--- config.mk ---
export PLATFORM = sky130hd
export DESIGN_NAME = nvmal_top
export DESIGN_NICKNAME = d
export VERILOG_FILES = /design/src/logic/nvmal_pkg.sv /design/src/logic/nvmal_seq.sv /design/src/logic/nvmal_top.sv
export SDC_FILE = /design/constraint.sdc
export NUM_CORES = 1
export LEC_CHECK = 0
export ABC_AREA = 1
export BUFFER_PORTS_ARGS = -buffer_cell sky130_fd_sc_hd__clkbuf_2
export CORE_ASPECT_RATIO = 1.75
export CORE_UTILIZATION = 58
export DETAILED_ROUTE_END_ITERATION = 8
export GPL_TIMING_DRIVEN = 0
export PLACE_DENSITY = 0.78
export SYNTH_ARGS = -nofsm -noshare
export SYNTH_HDL_FRONTEND = slang
export SYNTH_SLANG_ARGS = --single-unit
--- constraint.sdc ---
create_clock -name clk -period 3.4 [get_ports clk]
set_input_delay 0.17 -clock clk [delete_from_list [all_inputs] [get_ports clk]]
set_output_delay 0.17 -clock clk [all_outputs]
set_load 0.02 [all_outputs]
--- src/logic/nvmal_pkg.sv ---
// shared constants, types and the word order of the configuration loader
package nvmal_pkg;

    // ----------------------------------------
    // eeprom word addresses
    // ----------------------------------------
    localparam int NVM_AW = 6;
    localparam logic [NVM_AW-1:0] W_SIZING = 6'h12;
    localparam logic [NVM_AW-1:0] W_ICW1 = 6'h0a;
    localparam logic [NVM_AW-1:0] W_SSID = 6'h0b;
    localparam logic [NVM_AW-1:0] W_SVID = 6'h0c;
    localparam logic [NVM_AW-1:0] W_DEVID0 = 6'h0d;
    localparam logic [NVM_AW-1:0] W_DUMMYID = 6'h1d;
    localparam logic [NVM_AW-1:0] W_DEVID1 = 6'h11;
    localparam logic [NVM_AW-1:0] W_SA0 = 6'h00;
    localparam logic [NVM_AW-1:0] W_SA1 = 6'h01;
    localparam logic [NVM_AW-1:0] W_SA2 = 6'h02;
    localparam logic [NVM_AW-1:0] W_PORT0 = 6'h20;
    localparam logic [NVM_AW-1:0] W_PORT1 = 6'h10;
    localparam logic [NVM_AW-1:0] W_TAIL = 6'h2e;

    // ----------------------------------------
    // load order
    // ----------------------------------------
    localparam logic [3:0] SEQ_LAST = 4'hc;
    localparam logic [3:0] IX_SIZING = 4'h0;
    localparam logic [3:0] IX_ICW1 = 4'h1;
    localparam logic [3:0] IX_SSID = 4'h2;
    localparam logic [3:0] IX_SVID = 4'h3;
    localparam logic [3:0] IX_DEVID0 = 4'h4;
    localparam logic [3:0] IX_DUMMYID = 4'h5;
    localparam logic [3:0] IX_DEVID1 = 4'h6;
    localparam logic [3:0] IX_SA0 = 4'h7;
    localparam logic [3:0] IX_SA1 = 4'h8;
    localparam logic [3:0] IX_SA2 = 4'h9;
    localparam logic [3:0] IX_PORT0 = 4'ha;
    localparam logic [3:0] IX_PORT1 = 4'hb;

    // ----------------------------------------
    // sizing word signature
    // ----------------------------------------
    localparam int SIG_HI = 15;
    localparam int SIG_LO = 14;
    localparam logic [1:0] SIG_VALID = 2'h1;

    // ----------------------------------------
    // init control word 1 fields
    // ----------------------------------------
    localparam int ICW_FORCE_SPEED = 11;
    localparam int ICW_DUPLEX = 10;
    localparam int ICW_LINK_RESET = 9;
    localparam int ICW_PIN_HOLD = 6;
    localparam int ICW_DEADLOCK = 5;
    localparam int ICW_LOS_INV = 4;
    localparam int ICW_PM_FULL = 3;
    localparam int ICW_LOAD_SS = 1;
    localparam int ICW_LOAD_DEV = 0;
    localparam logic [15:0] ICW1_USED = 16'h0e7b;
    localparam logic [15:0] ICW1_RST = 16'h0e2b;

    // ----------------------------------------
    // device control fields
    // ----------------------------------------
    localparam int CTRL_DUPLEX = 0;
    localparam int CTRL_LINK_RESET = 3;
    localparam int CTRL_LOS_INV = 7;
    localparam int CTRL_FORCE_SPEED = 11;
    localparam logic [31:0] CTRL_MASK = 32'h0000_0889;
    localparam logic [31:0] CTRL_RST = 32'h0000_0809;

    // ----------------------------------------
    // station address
    // ----------------------------------------
    localparam int SA_PORT_BIT = 8;

    // ----------------------------------------
    // register offsets
    // ----------------------------------------
    localparam logic [7:0] OFS_CTRL0 = 8'h00;
    localparam logic [7:0] OFS_STATUS = 8'h04;
    localparam logic [7:0] OFS_SAL0 = 8'h08;
    localparam logic [7:0] OFS_SAH0 = 8'h0c;
    localparam logic [7:0] OFS_SAL1 = 8'h10;
    localparam logic [7:0] OFS_SAH1 = 8'h14;
    localparam logic [7:0] OFS_SUBSYS = 8'h18;
    localparam logic [7:0] OFS_DEVID = 8'h1c;
    localparam logic [7:0] OFS_DUMMYID = 8'h20;
    localparam logic [7:0] OFS_CTRL1 = 8'h24;
    localparam logic [7:0] OFS_ICW1 = 8'h28;

    // ----------------------------------------
    // status bits
    // ----------------------------------------
    localparam int ST_DONE = 0;
    localparam int ST_BUSY = 1;
    localparam int ST_SIG_OK = 2;

    // ----------------------------------------
    // timing
    // ----------------------------------------
    localparam longint CLK_HZ = 25_000_000;
    localparam longint DEADLOCK_MS = 1000;
    localparam int DEADLOCK_CYCLES = int'((DEADLOCK_MS * CLK_HZ) / 1000);

    // ----------------------------------------
    // types
    // ----------------------------------------
    typedef enum logic [1:0] {RK_FULL, RK_PORT0, RK_PORT1} nvmal_kind_type;

    typedef struct packed {
        logic req;
        logic [NVM_AW-1:0] addr;
    } nvmal_req_type;

    typedef struct packed {
        logic ack;
        logic [15:0] data;
    } nvmal_rsp_type;

    // ----------------------------------------
    // control defaults from init word 1
    // ----------------------------------------
    function automatic logic [31:0] ctrl_from_icw1(input logic [31:0] c, input logic [15:0] w);
        logic [31:0] r;
        r = c;
        r[CTRL_FORCE_SPEED] = w[ICW_FORCE_SPEED];
        r[CTRL_DUPLEX] = w[ICW_DUPLEX];
        r[CTRL_LINK_RESET] = w[ICW_LINK_RESET];
        r[CTRL_LOS_INV] = w[ICW_LOS_INV];
        return r;
    endfunction

endpackage

--- src/logic/nvmal_seq.sv ---
// word order table and per-reset selection of the loader
`timescale 1ns/1ps
module nvmal_seq
    import nvmal_pkg::*;
(
    // position
    input wire logic [3:0] idx,
    input wire nvmal_kind_type kind,
    // load options
    input wire logic load_ss,
    input wire logic load_dev,
    // result
    output logic [NVM_AW-1:0] word_addr,
    output logic use_word,
    output logic last
);

    // ----------------------------------------
    // address of each position
    // ----------------------------------------
    always_comb begin
        case (idx)
            IX_SIZING: word_addr = W_SIZING;
            IX_ICW1: word_addr = W_ICW1;
            IX_SSID: word_addr = W_SSID;
            IX_SVID: word_addr = W_SVID;
            IX_DEVID0: word_addr = W_DEVID0;
            IX_DUMMYID: word_addr = W_DUMMYID;
            IX_DEVID1: word_addr = W_DEVID1;
            IX_SA0: word_addr = W_SA0;
            IX_SA1: word_addr = W_SA1;
            IX_SA2: word_addr = W_SA2;
            IX_PORT0: word_addr = W_PORT0;
            IX_PORT1: word_addr = W_PORT1;
            default: word_addr = W_TAIL;
        endcase
    end

    // ----------------------------------------
    // which words this reset reads
    // ----------------------------------------
    always_comb begin
        case (idx)
            IX_SSID, IX_SVID: use_word = (kind == RK_FULL) && load_ss;
            IX_DEVID0, IX_DUMMYID, IX_DEVID1: use_word = (kind == RK_FULL) && load_dev;
            IX_PORT0: use_word = (kind != RK_PORT1);
            IX_PORT1: use_word = (kind != RK_PORT0);
            default: use_word = 1'b1;
        endcase
    end

    assign last = (idx == SEQ_LAST);

endmodule

--- src/logic/nvmal_top.sv ---
// configuration loader: eeprom word fetch, default apply, apb view
`timescale 1ns/1ps
//----------------------------------------------------------------
// Functional notes
// - use loaded words only with valid signature
// - tail words chosen by reset type
// - first three words fill the address slot of each port being reset
// - second port gets address bit 40 inverted
// - init word bit 11 sets force speed
// - init word bit 10 sets duplex
// - init word bit 9 sets link reset
// - link reset zero starts auto-negotiation
// - bit 6 set keeps pins in idle
// - bit 6 clear floats pins with pull-ups
// - bit 5 enables one second grant revoke
// - init word bit 4 sets signal polarity
// - bit 3 clear: pm read-only, no D3
// - bit 3 set: full power management
// - bit 1 loads subsystem ids
// - bit 0 loads device ids
// - device ids per port and dummy
//----------------------------------------------------------------
module nvmal_top
    import nvmal_pkg::*;
#(
    parameter int DEADLOCK_CYC = DEADLOCK_CYCLES,
    parameter logic [15:0] DEF_SSID = 16'h0000, // arbitrary
    parameter logic [15:0] DEF_SVID = 16'h1234, // arbitrary
    parameter logic [15:0] DEF_DEVID = 16'h5678, // arbitrary
    parameter logic [15:0] DEF_DUMMYID = 16'h5679 // arbitrary
) (
    // clock and reset
    input wire logic clk,
    input wire logic nrst,
    // reset triggers
    input wire logic full_rst_req,
    input wire logic port0_rst_req,
    input wire logic port1_rst_req,
    // eeprom word port
    output nvmal_req_type nvm_req,
    input wire nvmal_rsp_type nvm_rsp,
    // eeprom arbiter watch
    input wire logic nvm_grant_active,
    input wire logic nvm_toggle,
    output logic nvm_revoke,
    // power and pins
    input wire logic low_leakage_idle,
    output logic pin_keep,
    output logic pin_float_pullup,
    output logic pm_regs_ro,
    output logic d3_allowed,
    // link side
    output logic an_start0,
    output logic an_start1,
    output logic [31:0] ctrl0_out,
    output logic [31:0] ctrl1_out,
    output logic load_done,
    // apb
    input wire logic psel,
    input wire logic penable,
    input wire logic pwrite,
    input wire logic [7:0] paddr,
    input wire logic [31:0] pwdata,
    output logic [31:0] prdata,
    output logic pready,
    output logic pslverr
);

    // ----------------------------------------
    // state
    // ----------------------------------------
    typedef enum logic [1:0] {S_IDLE, S_STEP, S_WAIT, S_DONE} nvmal_state_type;

    nvmal_state_type state_r;
    nvmal_kind_type kind_r;
    nvmal_kind_type kind_nxt;
    logic [3:0] idx_r;
    nvmal_req_type req_r;
    logic done_r;
    logic sig_ok_r;
    logic [15:0] icw1_r;
    logic [15:0] sa0_r;
    logic [15:0] sa1_r;
    logic [15:0] ssid_r;
    logic [15:0] svid_r;
    logic [15:0] devid0_r;
    logic [15:0] devid1_r;
    logic [15:0] dummyid_r;
    logic [31:0] ctrl0_r;
    logic [31:0] ctrl1_r;
    logic [31:0] sal0_r;
    logic [31:0] sah0_r;
    logic [31:0] sal1_r;
    logic [31:0] sah1_r;
    logic an0_r;
    logic an1_r;
    logic [31:0] prdata_r;
    logic pready_r;
    logic pslverr_r;
    logic [31:0] wd_cnt_r;
    logic revoke_r;
    logic keep_r;
    logic float_r;
    logic pm_ro_r;
    logic d3_r;
    logic [NVM_AW-1:0] word_addr;
    logic use_word;
    logic last;
    logic start;
    logic take;
    logic tgt0;
    logic tgt1;
    logic [15:0] wd;
    logic apb_wr;
    logic [31:0] rd_mux;
    logic rd_hit;

    // ----------------------------------------
    // order table
    // ----------------------------------------
    nvmal_seq u_seq (
        .idx(idx_r),
        .kind(kind_r),
        .load_ss(icw1_r[ICW_LOAD_SS]),
        .load_dev(icw1_r[ICW_LOAD_DEV]),
        .word_addr(word_addr),
        .use_word(use_word),
        .last(last)
    );

    // ----------------------------------------
    // triggers
    // ----------------------------------------
    always_comb begin
        if (full_rst_req) begin
            kind_nxt = RK_FULL;
        end else if (port0_rst_req) begin
            kind_nxt = RK_PORT0;
        end else begin
            kind_nxt = RK_PORT1;
        end
    end

    assign start = full_rst_req || ((state_r == S_IDLE) && (port0_rst_req || port1_rst_req));
    assign take = (state_r == S_WAIT) && nvm_rsp.ack && !start;
    assign wd = nvm_rsp.data;
    assign tgt0 = (kind_r != RK_PORT1);
    assign tgt1 = (kind_r != RK_PORT0);

    // ----------------------------------------
    // load sequencer
    // ----------------------------------------
    always_ff @(posedge clk) begin
        if (!nrst) begin
            state_r <= S_IDLE;
            kind_r <= RK_FULL;
            idx_r <= 4'h0;
            req_r <= '0;
            done_r <= 1'b0;
        end else if (start) begin
            state_r <= S_STEP;
            kind_r <= kind_nxt;
            idx_r <= 4'h0;
            req_r <= '0;
            done_r <= 1'b0;
        end else begin
            case (state_r)
                S_STEP: begin
                    if (use_word) begin
                        req_r.req <= 1'b1;
                        req_r.addr <= word_addr;
                        state_r <= S_WAIT;
                    end else if (last) begin
                        state_r <= S_DONE;
                    end else begin
                        idx_r <= idx_r + 4'h1;
                    end
                end
                S_WAIT: begin
                    if (nvm_rsp.ack) begin
                        req_r.req <= 1'b0;
                        if (idx_r == IX_SIZING && wd[SIG_HI:SIG_LO] != SIG_VALID) begin
                            state_r <= S_DONE;
                        end else if (last) begin
                            state_r <= S_DONE;
                        end else begin
                            idx_r <= idx_r + 4'h1;
                            state_r <= S_STEP;
                        end
                    end
                end
                S_DONE: begin
                    done_r <= 1'b1;
                    state_r <= S_IDLE;
                end
                default: state_r <= S_IDLE;
            endcase
        end
    end

    // ----------------------------------------
    // loaded words
    // ----------------------------------------
    always_ff @(posedge clk) begin
        if (!nrst) begin
            sig_ok_r <= 1'b0;
            icw1_r <= ICW1_RST;
            sa0_r <= 16'h0000;
            sa1_r <= 16'h0000;
            ssid_r <= DEF_SSID;
            svid_r <= DEF_SVID;
            devid0_r <= DEF_DEVID;
            devid1_r <= DEF_DEVID;
            dummyid_r <= DEF_DUMMYID;
        end else if (start) begin
            sig_ok_r <= 1'b0;
            icw1_r <= ICW1_RST;
            if (kind_nxt == RK_FULL) begin
                ssid_r <= DEF_SSID;
                svid_r <= DEF_SVID;
                devid0_r <= DEF_DEVID;
                devid1_r <= DEF_DEVID;
                dummyid_r <= DEF_DUMMYID;
            end
        end else if (take) begin
            case (idx_r)
                IX_SIZING: sig_ok_r <= (wd[SIG_HI:SIG_LO] == SIG_VALID);
                IX_ICW1: icw1_r <= (wd & ICW1_USED) | (ICW1_RST & ~ICW1_USED);
                IX_SSID: ssid_r <= wd;
                IX_SVID: svid_r <= wd;
                IX_DEVID0: devid0_r <= wd;
                IX_DUMMYID: dummyid_r <= wd;
                IX_DEVID1: devid1_r <= wd;
                IX_SA0: sa0_r <= wd;
                IX_SA1: sa1_r <= wd;
                default: sa1_r <= sa1_r;
            endcase
        end
    end

    // ----------------------------------------
    // per-port registers
    // ----------------------------------------
    assign apb_wr = psel && penable && pready_r && pwrite;

    always_ff @(posedge clk) begin
        if (!nrst) begin
            ctrl0_r <= CTRL_RST;
            ctrl1_r <= CTRL_RST;
            sal0_r <= 32'h0000_0000;
            sah0_r <= 32'h0000_0000;
            sal1_r <= 32'h0000_0000;
            sah1_r <= 32'h0000_0000;
        end else if (start) begin
            if (kind_nxt != RK_PORT1) begin
                ctrl0_r <= CTRL_RST;
            end
            if (kind_nxt != RK_PORT0) begin
                ctrl1_r <= CTRL_RST;
            end
        end else if (take && idx_r == IX_ICW1) begin
            if (tgt0) begin
                ctrl0_r <= ctrl_from_icw1(ctrl0_r, wd);
            end
            if (tgt1) begin
                ctrl1_r <= ctrl_from_icw1(ctrl1_r, wd);
            end
        end else if (take && idx_r == IX_SA2) begin
            if (tgt0) begin
                sal0_r <= {sa1_r, sa0_r};
                sah0_r <= {16'h0000, wd};
            end
            if (tgt1) begin
                sal1_r <= {sa1_r, sa0_r};
                sah1_r <= {16'h0000, wd ^ (16'h0001 << SA_PORT_BIT)};
            end
        end else if (apb_wr) begin
            case (paddr)
                OFS_CTRL0: ctrl0_r <= pwdata & CTRL_MASK;
                OFS_CTRL1: ctrl1_r <= pwdata & CTRL_MASK;
                OFS_SAL0: sal0_r <= pwdata;
                OFS_SAH0: sah0_r <= {16'h0000, pwdata[15:0]};
                OFS_SAL1: sal1_r <= pwdata;
                OFS_SAH1: sah1_r <= {16'h0000, pwdata[15:0]};
                default: sal0_r <= sal0_r;
            endcase
        end
    end

    // ----------------------------------------
    // auto-negotiation start
    // ----------------------------------------
    always_ff @(posedge clk) begin
        if (!nrst) begin
            an0_r <= 1'b0;
            an1_r <= 1'b0;
        end else begin
            an0_r <= (state_r == S_DONE) && !start && tgt0 && !ctrl0_r[CTRL_LINK_RESET];
            an1_r <= (state_r == S_DONE) && !start && tgt1 && !ctrl1_r[CTRL_LINK_RESET];
        end
    end

    // ----------------------------------------
    // pins and power management
    // ----------------------------------------
    always_ff @(posedge clk) begin
        if (!nrst) begin
            keep_r <= 1'b0;
            float_r <= 1'b0;
            pm_ro_r <= 1'b0;
            d3_r <= 1'b1;
        end else begin
            keep_r <= low_leakage_idle && icw1_r[ICW_PIN_HOLD];
            float_r <= low_leakage_idle && !icw1_r[ICW_PIN_HOLD];
            pm_ro_r <= !icw1_r[ICW_PM_FULL];
            d3_r <= icw1_r[ICW_PM_FULL];
        end
    end

    // ----------------------------------------
    // grant watchdog
    // ----------------------------------------
    always_ff @(posedge clk) begin
        if (!nrst) begin
            wd_cnt_r <= 32'h0000_0000;
            revoke_r <= 1'b0;
        end else if (!icw1_r[ICW_DEADLOCK] || !nvm_grant_active || nvm_toggle) begin
            wd_cnt_r <= 32'h0000_0000;
            revoke_r <= 1'b0;
        end else if (wd_cnt_r >= 32'(DEADLOCK_CYC)) begin
            wd_cnt_r <= 32'h0000_0000;
            revoke_r <= 1'b1;
        end else begin
            wd_cnt_r <= wd_cnt_r + 32'h0000_0001;
            revoke_r <= 1'b0;
        end
    end

    // ----------------------------------------
    // apb read and answer
    // ----------------------------------------
    always_comb begin
        rd_hit = 1'b1;
        case (paddr)
            OFS_CTRL0: rd_mux = ctrl0_r;
            OFS_CTRL1: rd_mux = ctrl1_r;
            OFS_STATUS: rd_mux = {29'h0, sig_ok_r, (state_r != S_IDLE), done_r};
            OFS_SAL0: rd_mux = sal0_r;
            OFS_SAH0: rd_mux = sah0_r;
            OFS_SAL1: rd_mux = sal1_r;
            OFS_SAH1: rd_mux = sah1_r;
            OFS_SUBSYS: rd_mux = {ssid_r, svid_r};
            OFS_DEVID: rd_mux = {devid1_r, devid0_r};
            OFS_DUMMYID: rd_mux = {16'h0000, dummyid_r};
            OFS_ICW1: rd_mux = {16'h0000, icw1_r};
            default: begin
                rd_mux = 32'h0000_0000;
                rd_hit = 1'b0;
            end
        endcase
    end

    always_ff @(posedge clk) begin
        if (!nrst) begin
            pready_r <= 1'b0;
            prdata_r <= 32'h0000_0000;
            pslverr_r <= 1'b0;
        end else begin
            pready_r <= psel && !penable;
            prdata_r <= (psel && !penable && !pwrite) ? rd_mux : 32'h0000_0000;
            pslverr_r <= psel && !penable && !rd_hit;
        end
    end

    // ----------------------------------------
    // outputs
    // ----------------------------------------
    assign nvm_req = req_r;
    assign nvm_revoke = revoke_r;
    assign pin_keep = keep_r;
    assign pin_float_pullup = float_r;
    assign pm_regs_ro = pm_ro_r;
    assign d3_allowed = d3_r;
    assign an_start0 = an0_r;
    assign an_start1 = an1_r;
    assign ctrl0_out = ctrl0_r;
    assign ctrl1_out = ctrl1_r;
    assign load_done = done_r;
    assign prdata = prdata_r;
    assign pready = pready_r;
    assign pslverr = pslverr_r;

endmodule

==> flow_summary.json <==
{
  "status": "finished, violations left",
  "failed_checks": "negative hold slack",
  "fin_worst_hold_slack_ns": -0.004456,
  "syn_avg_cell_area_um2": 7.599,
  "worst_setup_path_start_kind": "flop",
  "setup.reg_to_reg.worst_slack_ns": 0.29,
  "worstReg2RegStart": "idx_r[1]$_SDFFE_PP0N_",
  "worstSkewPairLatency_ns": 0.58,
  "setup_slack_ns": 0.2852,
  "worst_clock_skew_ns": 0.01411,
  "syn-cell-area_um2": 14040,
  "layout.filler_cells": 2119,
  "grt_antenna_before_repair": 1,
  "vias_in_the_first_global_route": 13450,
  "gate_count_post_synth": 1848,
  "final_weighted_congestion_in_routability_driven_placement": 1.020,
  "ys_top_cells_by_area": "dfxtp_1 (46%), nand2_1 (11%), a21oi_1 (5.8%)",
  "power.share.switching": 0.2499,
  "worstPathRequired_ns": 3.91,
  "place_worst_setup_slack_ns": 0.3381,
  "drv_cap": 0,
  "timing.slew.headroom": 0.2271,
  "hold_viol_final": 1,
  "first_element_of_the_critical_path": "idx_r[1]$_SDFFE_PP0N_",
  "placementRows": 75,
  "yosysSeqAreaShare": 0.4576,
  "area.growth.synth_to_final_pct": 16.80,
  "layout_worst_path_cycle_share": 0.9161,
  "min-delay-start": "pwdata[8]",
  "cts_tree": "done",
  "internal_power_mw": 5.925,
  "combinational_group_share_of_total_power": 0.083,
  "start_util": 0.5891,
  "grt_setup_unrepaired": "no",
  "num_io_pins": 181,
  "yosys-mux-area-fraction": 0,
  "power.share.sequential": 0.488,
  "synth_top_cell_by_area": "dfxtp_1",
  "yosys_warnings": 0,
  "synth-main-ff-cell": "dfxtp_1",
  "post-synth-top-area-fraction": 0.4576,
  "grt_util_all_layers": 0.4078,
  "post_synthesis_share_of_cell_area_spent_on_xor_and_xnor_gates": 0.003742,
  "period_minus_slack_ns": 3.115,
  "slew_viol_final": 0,
  "maximum_ir_drop_on_the_vdd_rail_v": 0.0004756,
  "drt_iter0_markers": 1320,
  "timing.setup.tns_ns": 0,
  "via_per_inst": 5.748,
  "fmax_mhz": 321.0,
  "post-cts-setup-buffers": 0,
  "actual_slew_at_the_worst_max_slew_pin_ns": 1.159,
  "timing.setup.critical_path_class": "flop to flop",
  "total_number_of_vias": 13860,
  "synth_simple_gate_area_share": 0.2024,
  "total_switching_power_mw": 1.974,
  "nets": 2164,
  "total_die_area_um2": 24860,
  "clock_sink_count": 321,
  "detailed_route_drc_error_count": 0,
  "fp.coreArea_um2": 23840,
  "ctsRootBufferMaster": "clkbuf_16",
  "critical_path_peak_fanout": 10,
  "grt_start_max_net_pins": 16,
  "cts_buffers": 29,
  "critPathCaptureType": "flop",
  "post_synth_fa_ha_maj_area_fraction": 0.01337,
  "postSynthRegisterBits": 321,
  "grt_overflow": 0,
  "drtPass1Iterations": 6,
  "holdCritPathClass": "primary input to flop",
  "netlist-cell-type-count": 56,
  "drt.antenna.violating_nets": 0,
  "r2r.worst_path.cells": 19,
  "synth_compound_gate_area_share": 0.2062,
  "cellPowerDensity_nw_per_um2": 481.7,
  "drive_gt1_frac": 0.1484,
  "total_leakage_power_nw": 6.830,
  "wp_data_arrival_ns": 3.63,
  "synthArstFlopShare": 0,
  "fp.dieH_um": 207.8,
  "setup_viol": 0,
  "finalWirelength_um": 50560,
  "synth_top_family_by_area": "compound AO/OA/AOI/OAI gates",
  "worst_setup_hold_path_clk_slew_ns": 0.07,
  "count_of_flip_flops_with_a_built_in_enable_after_synthesis": 0,
  "wire_per_inst_um": 20.97,
  "place.port_buffers": 124,
  "antennaDiodeCount": 0,
  "fp.dieW_um": 119.6,
  "placed_wire_length_estimate_after_detailed_placement_um": 37670,
  "wire_length_of_the_first_global_routing_pass_um": 75200,
  "share_clk_of_total_power": 0.430,
  "setup.worst_path.end": "u_seq.word_addr[4]$_DFF_P_",
  "ctsLongestPathBuffers": 3,
  "timing.rr.end": "u_seq.word_addr[4]$_DFF_P_",
  "htree_levels": 1
}
metal layers:
layer  share of wire  wire length (µm)  track usage
met5               0                 0            0
met4            0.10              5149       0.3720
met3           0.089              4503      0.08269
met2            0.48             24460       0.6944
met1            0.33             16440       0.4131
power groups by stage:
stage | sequential (mW) | clock [mW] | combinational [mW]
after floorplan | 3.94 | 0 | 0.384
after global placement | 3.93 | 0 | 0.607
after detailed placement | 3.94 | 0 | 0.615
after CTS | 3.85 | 3.36 | 0.630
after global routing | 3.85 | 3.52 | 0.694
final | 3.85 | 3.39 | 0.653
Yosys cell counts (9+ instances only):
| cell type | instances |
|---|---|
| a211oi_1 | 18 |
| a211oi_2 | 16 |
| buf_2 | 13 |
| o21ai_0 | 137 |
| buf_6 | 9 |
| a41oi_1 | 14 |
| o21ai_1 | 27 |
| inv_2 | 9 |
| o22ai_1 | 18 |
| nand4_1 | 12 |
| nand2_1 | 404 |
| clkbuf_1 | 64 |
| nor2_1 | 168 |
| dfxtp_1 | 321 |
| buf_4 | 59 |
| nand3_1 | 37 |
| a21oi_1 | 163 |
| ha_1 | 15 |
| nor3_1 | 15 |
| a221oi_1 | 18 |
| o211ai_1 | 36 |
| inv_1 | 195 |
registers in the layout, summed over array words and instances, names as in the netlist, 32 cells and up:
name and count:
prdata 32, sal0_r 32, sal1_r 32, wd_cnt_r 32
through the flow:
stage                     utilization  power, mW  cell area [µm²]  std cells
after floorplan                     -      4.326            14270       1910
after global placement         0.6411      4.542            15280       2342
after detailed placement       0.6411      4.551            15280       2342
after CTS                      0.6877      7.840            16390       2410
after global routing           0.6881      8.074            16400       2411
final                          0.6881      7.899            16400       2411
worst min path at each step:
stage                                        end  slack, ns  cells after the start
after global placement        pslverr$_SDFF_PN0_       0.37                      2
after global routing      kind_r[0]$_SDFFE_PN0P_      0.009                      3
after CTS                 svid_r[2]$_SDFFE_PN1P_      0.001                      3
after floorplan               pslverr$_SDFF_PN0_       0.25                      1
after detailed placement      pslverr$_SDFF_PN0_       0.38                      2
final                     sah0_r[8]$_SDFFE_PN0P_     -0.004                      5
cell type report:
class / count / area (µm²) / area share
timing repair buffer: 140 / 780.7 / 0.04760
inverter: 207 / 777.0 / 0.04738
clock buffer: 44 / 832.0 / 0.05073
buffer: 147 / 858.3 / 0.05233
multi-input combinational: 1235 / 6213 / 0.3789
clock inverter: 9 / 127.6 / 0.007781
sequential: 321 / 6426 / 0.3918
tap: 308 / 385.4 / 0.02350
worst max-delay path, stage by stage, from the launching register on:
cell     delay [ns]
dfxtp_1        0.45
inv_1          0.11
ha_1           0.27
o21ai_1        0.22
nand3_1        0.14
nor2_1         0.14
nor2_2         0.06
nand2_1        0.10
nand2_4        0.09
buf_6          0.16
nand3_2        0.05
nand2_1        0.09
nor2_1         0.34
inv_1          0.15
ha_1           0.31
inv_1          0.06
nand4_1        0.08
nand2_1        0.07
nand2_1        0.04
nand2_1        0.12
repair_timing:
action                                 in CTS  in global routing
gates resized for setup                     0                  0
hold buffers                               15                  1
endpoints found under the hold margin      17                  1
layout by cell type, fill, tap and decap left out, drive strengths merged, types with 2 or more instances in the layout:
cell type	n
nand2	413
dfxtp	321
clkbuf	233
inv	204
nor2	177
o21ai	168
a21oi	164
buf	82
conb	63
nand3	44
o211ai	36
a211oi	35
o22ai	19
a221oi	18
dlygate4sd3	16
nor3	16
ha	15
a41oi	14
nand4	12
clkinv	9
a31oi	6
nor4	6
xor2	5
o32ai	4
a2111oi	4
bufinv	3
nand3b	3
nor3b	3
or2	2
o211a	2
kinds of logic after synthesis:
kind of cell / Yosys count
compound gates: 475
xor+xnor: 6
fa+ha+maj: 15
buf+inv: 354
flops: 321
other cells: 1
simple gates: 676
Power figures use the tool's default switching activity.
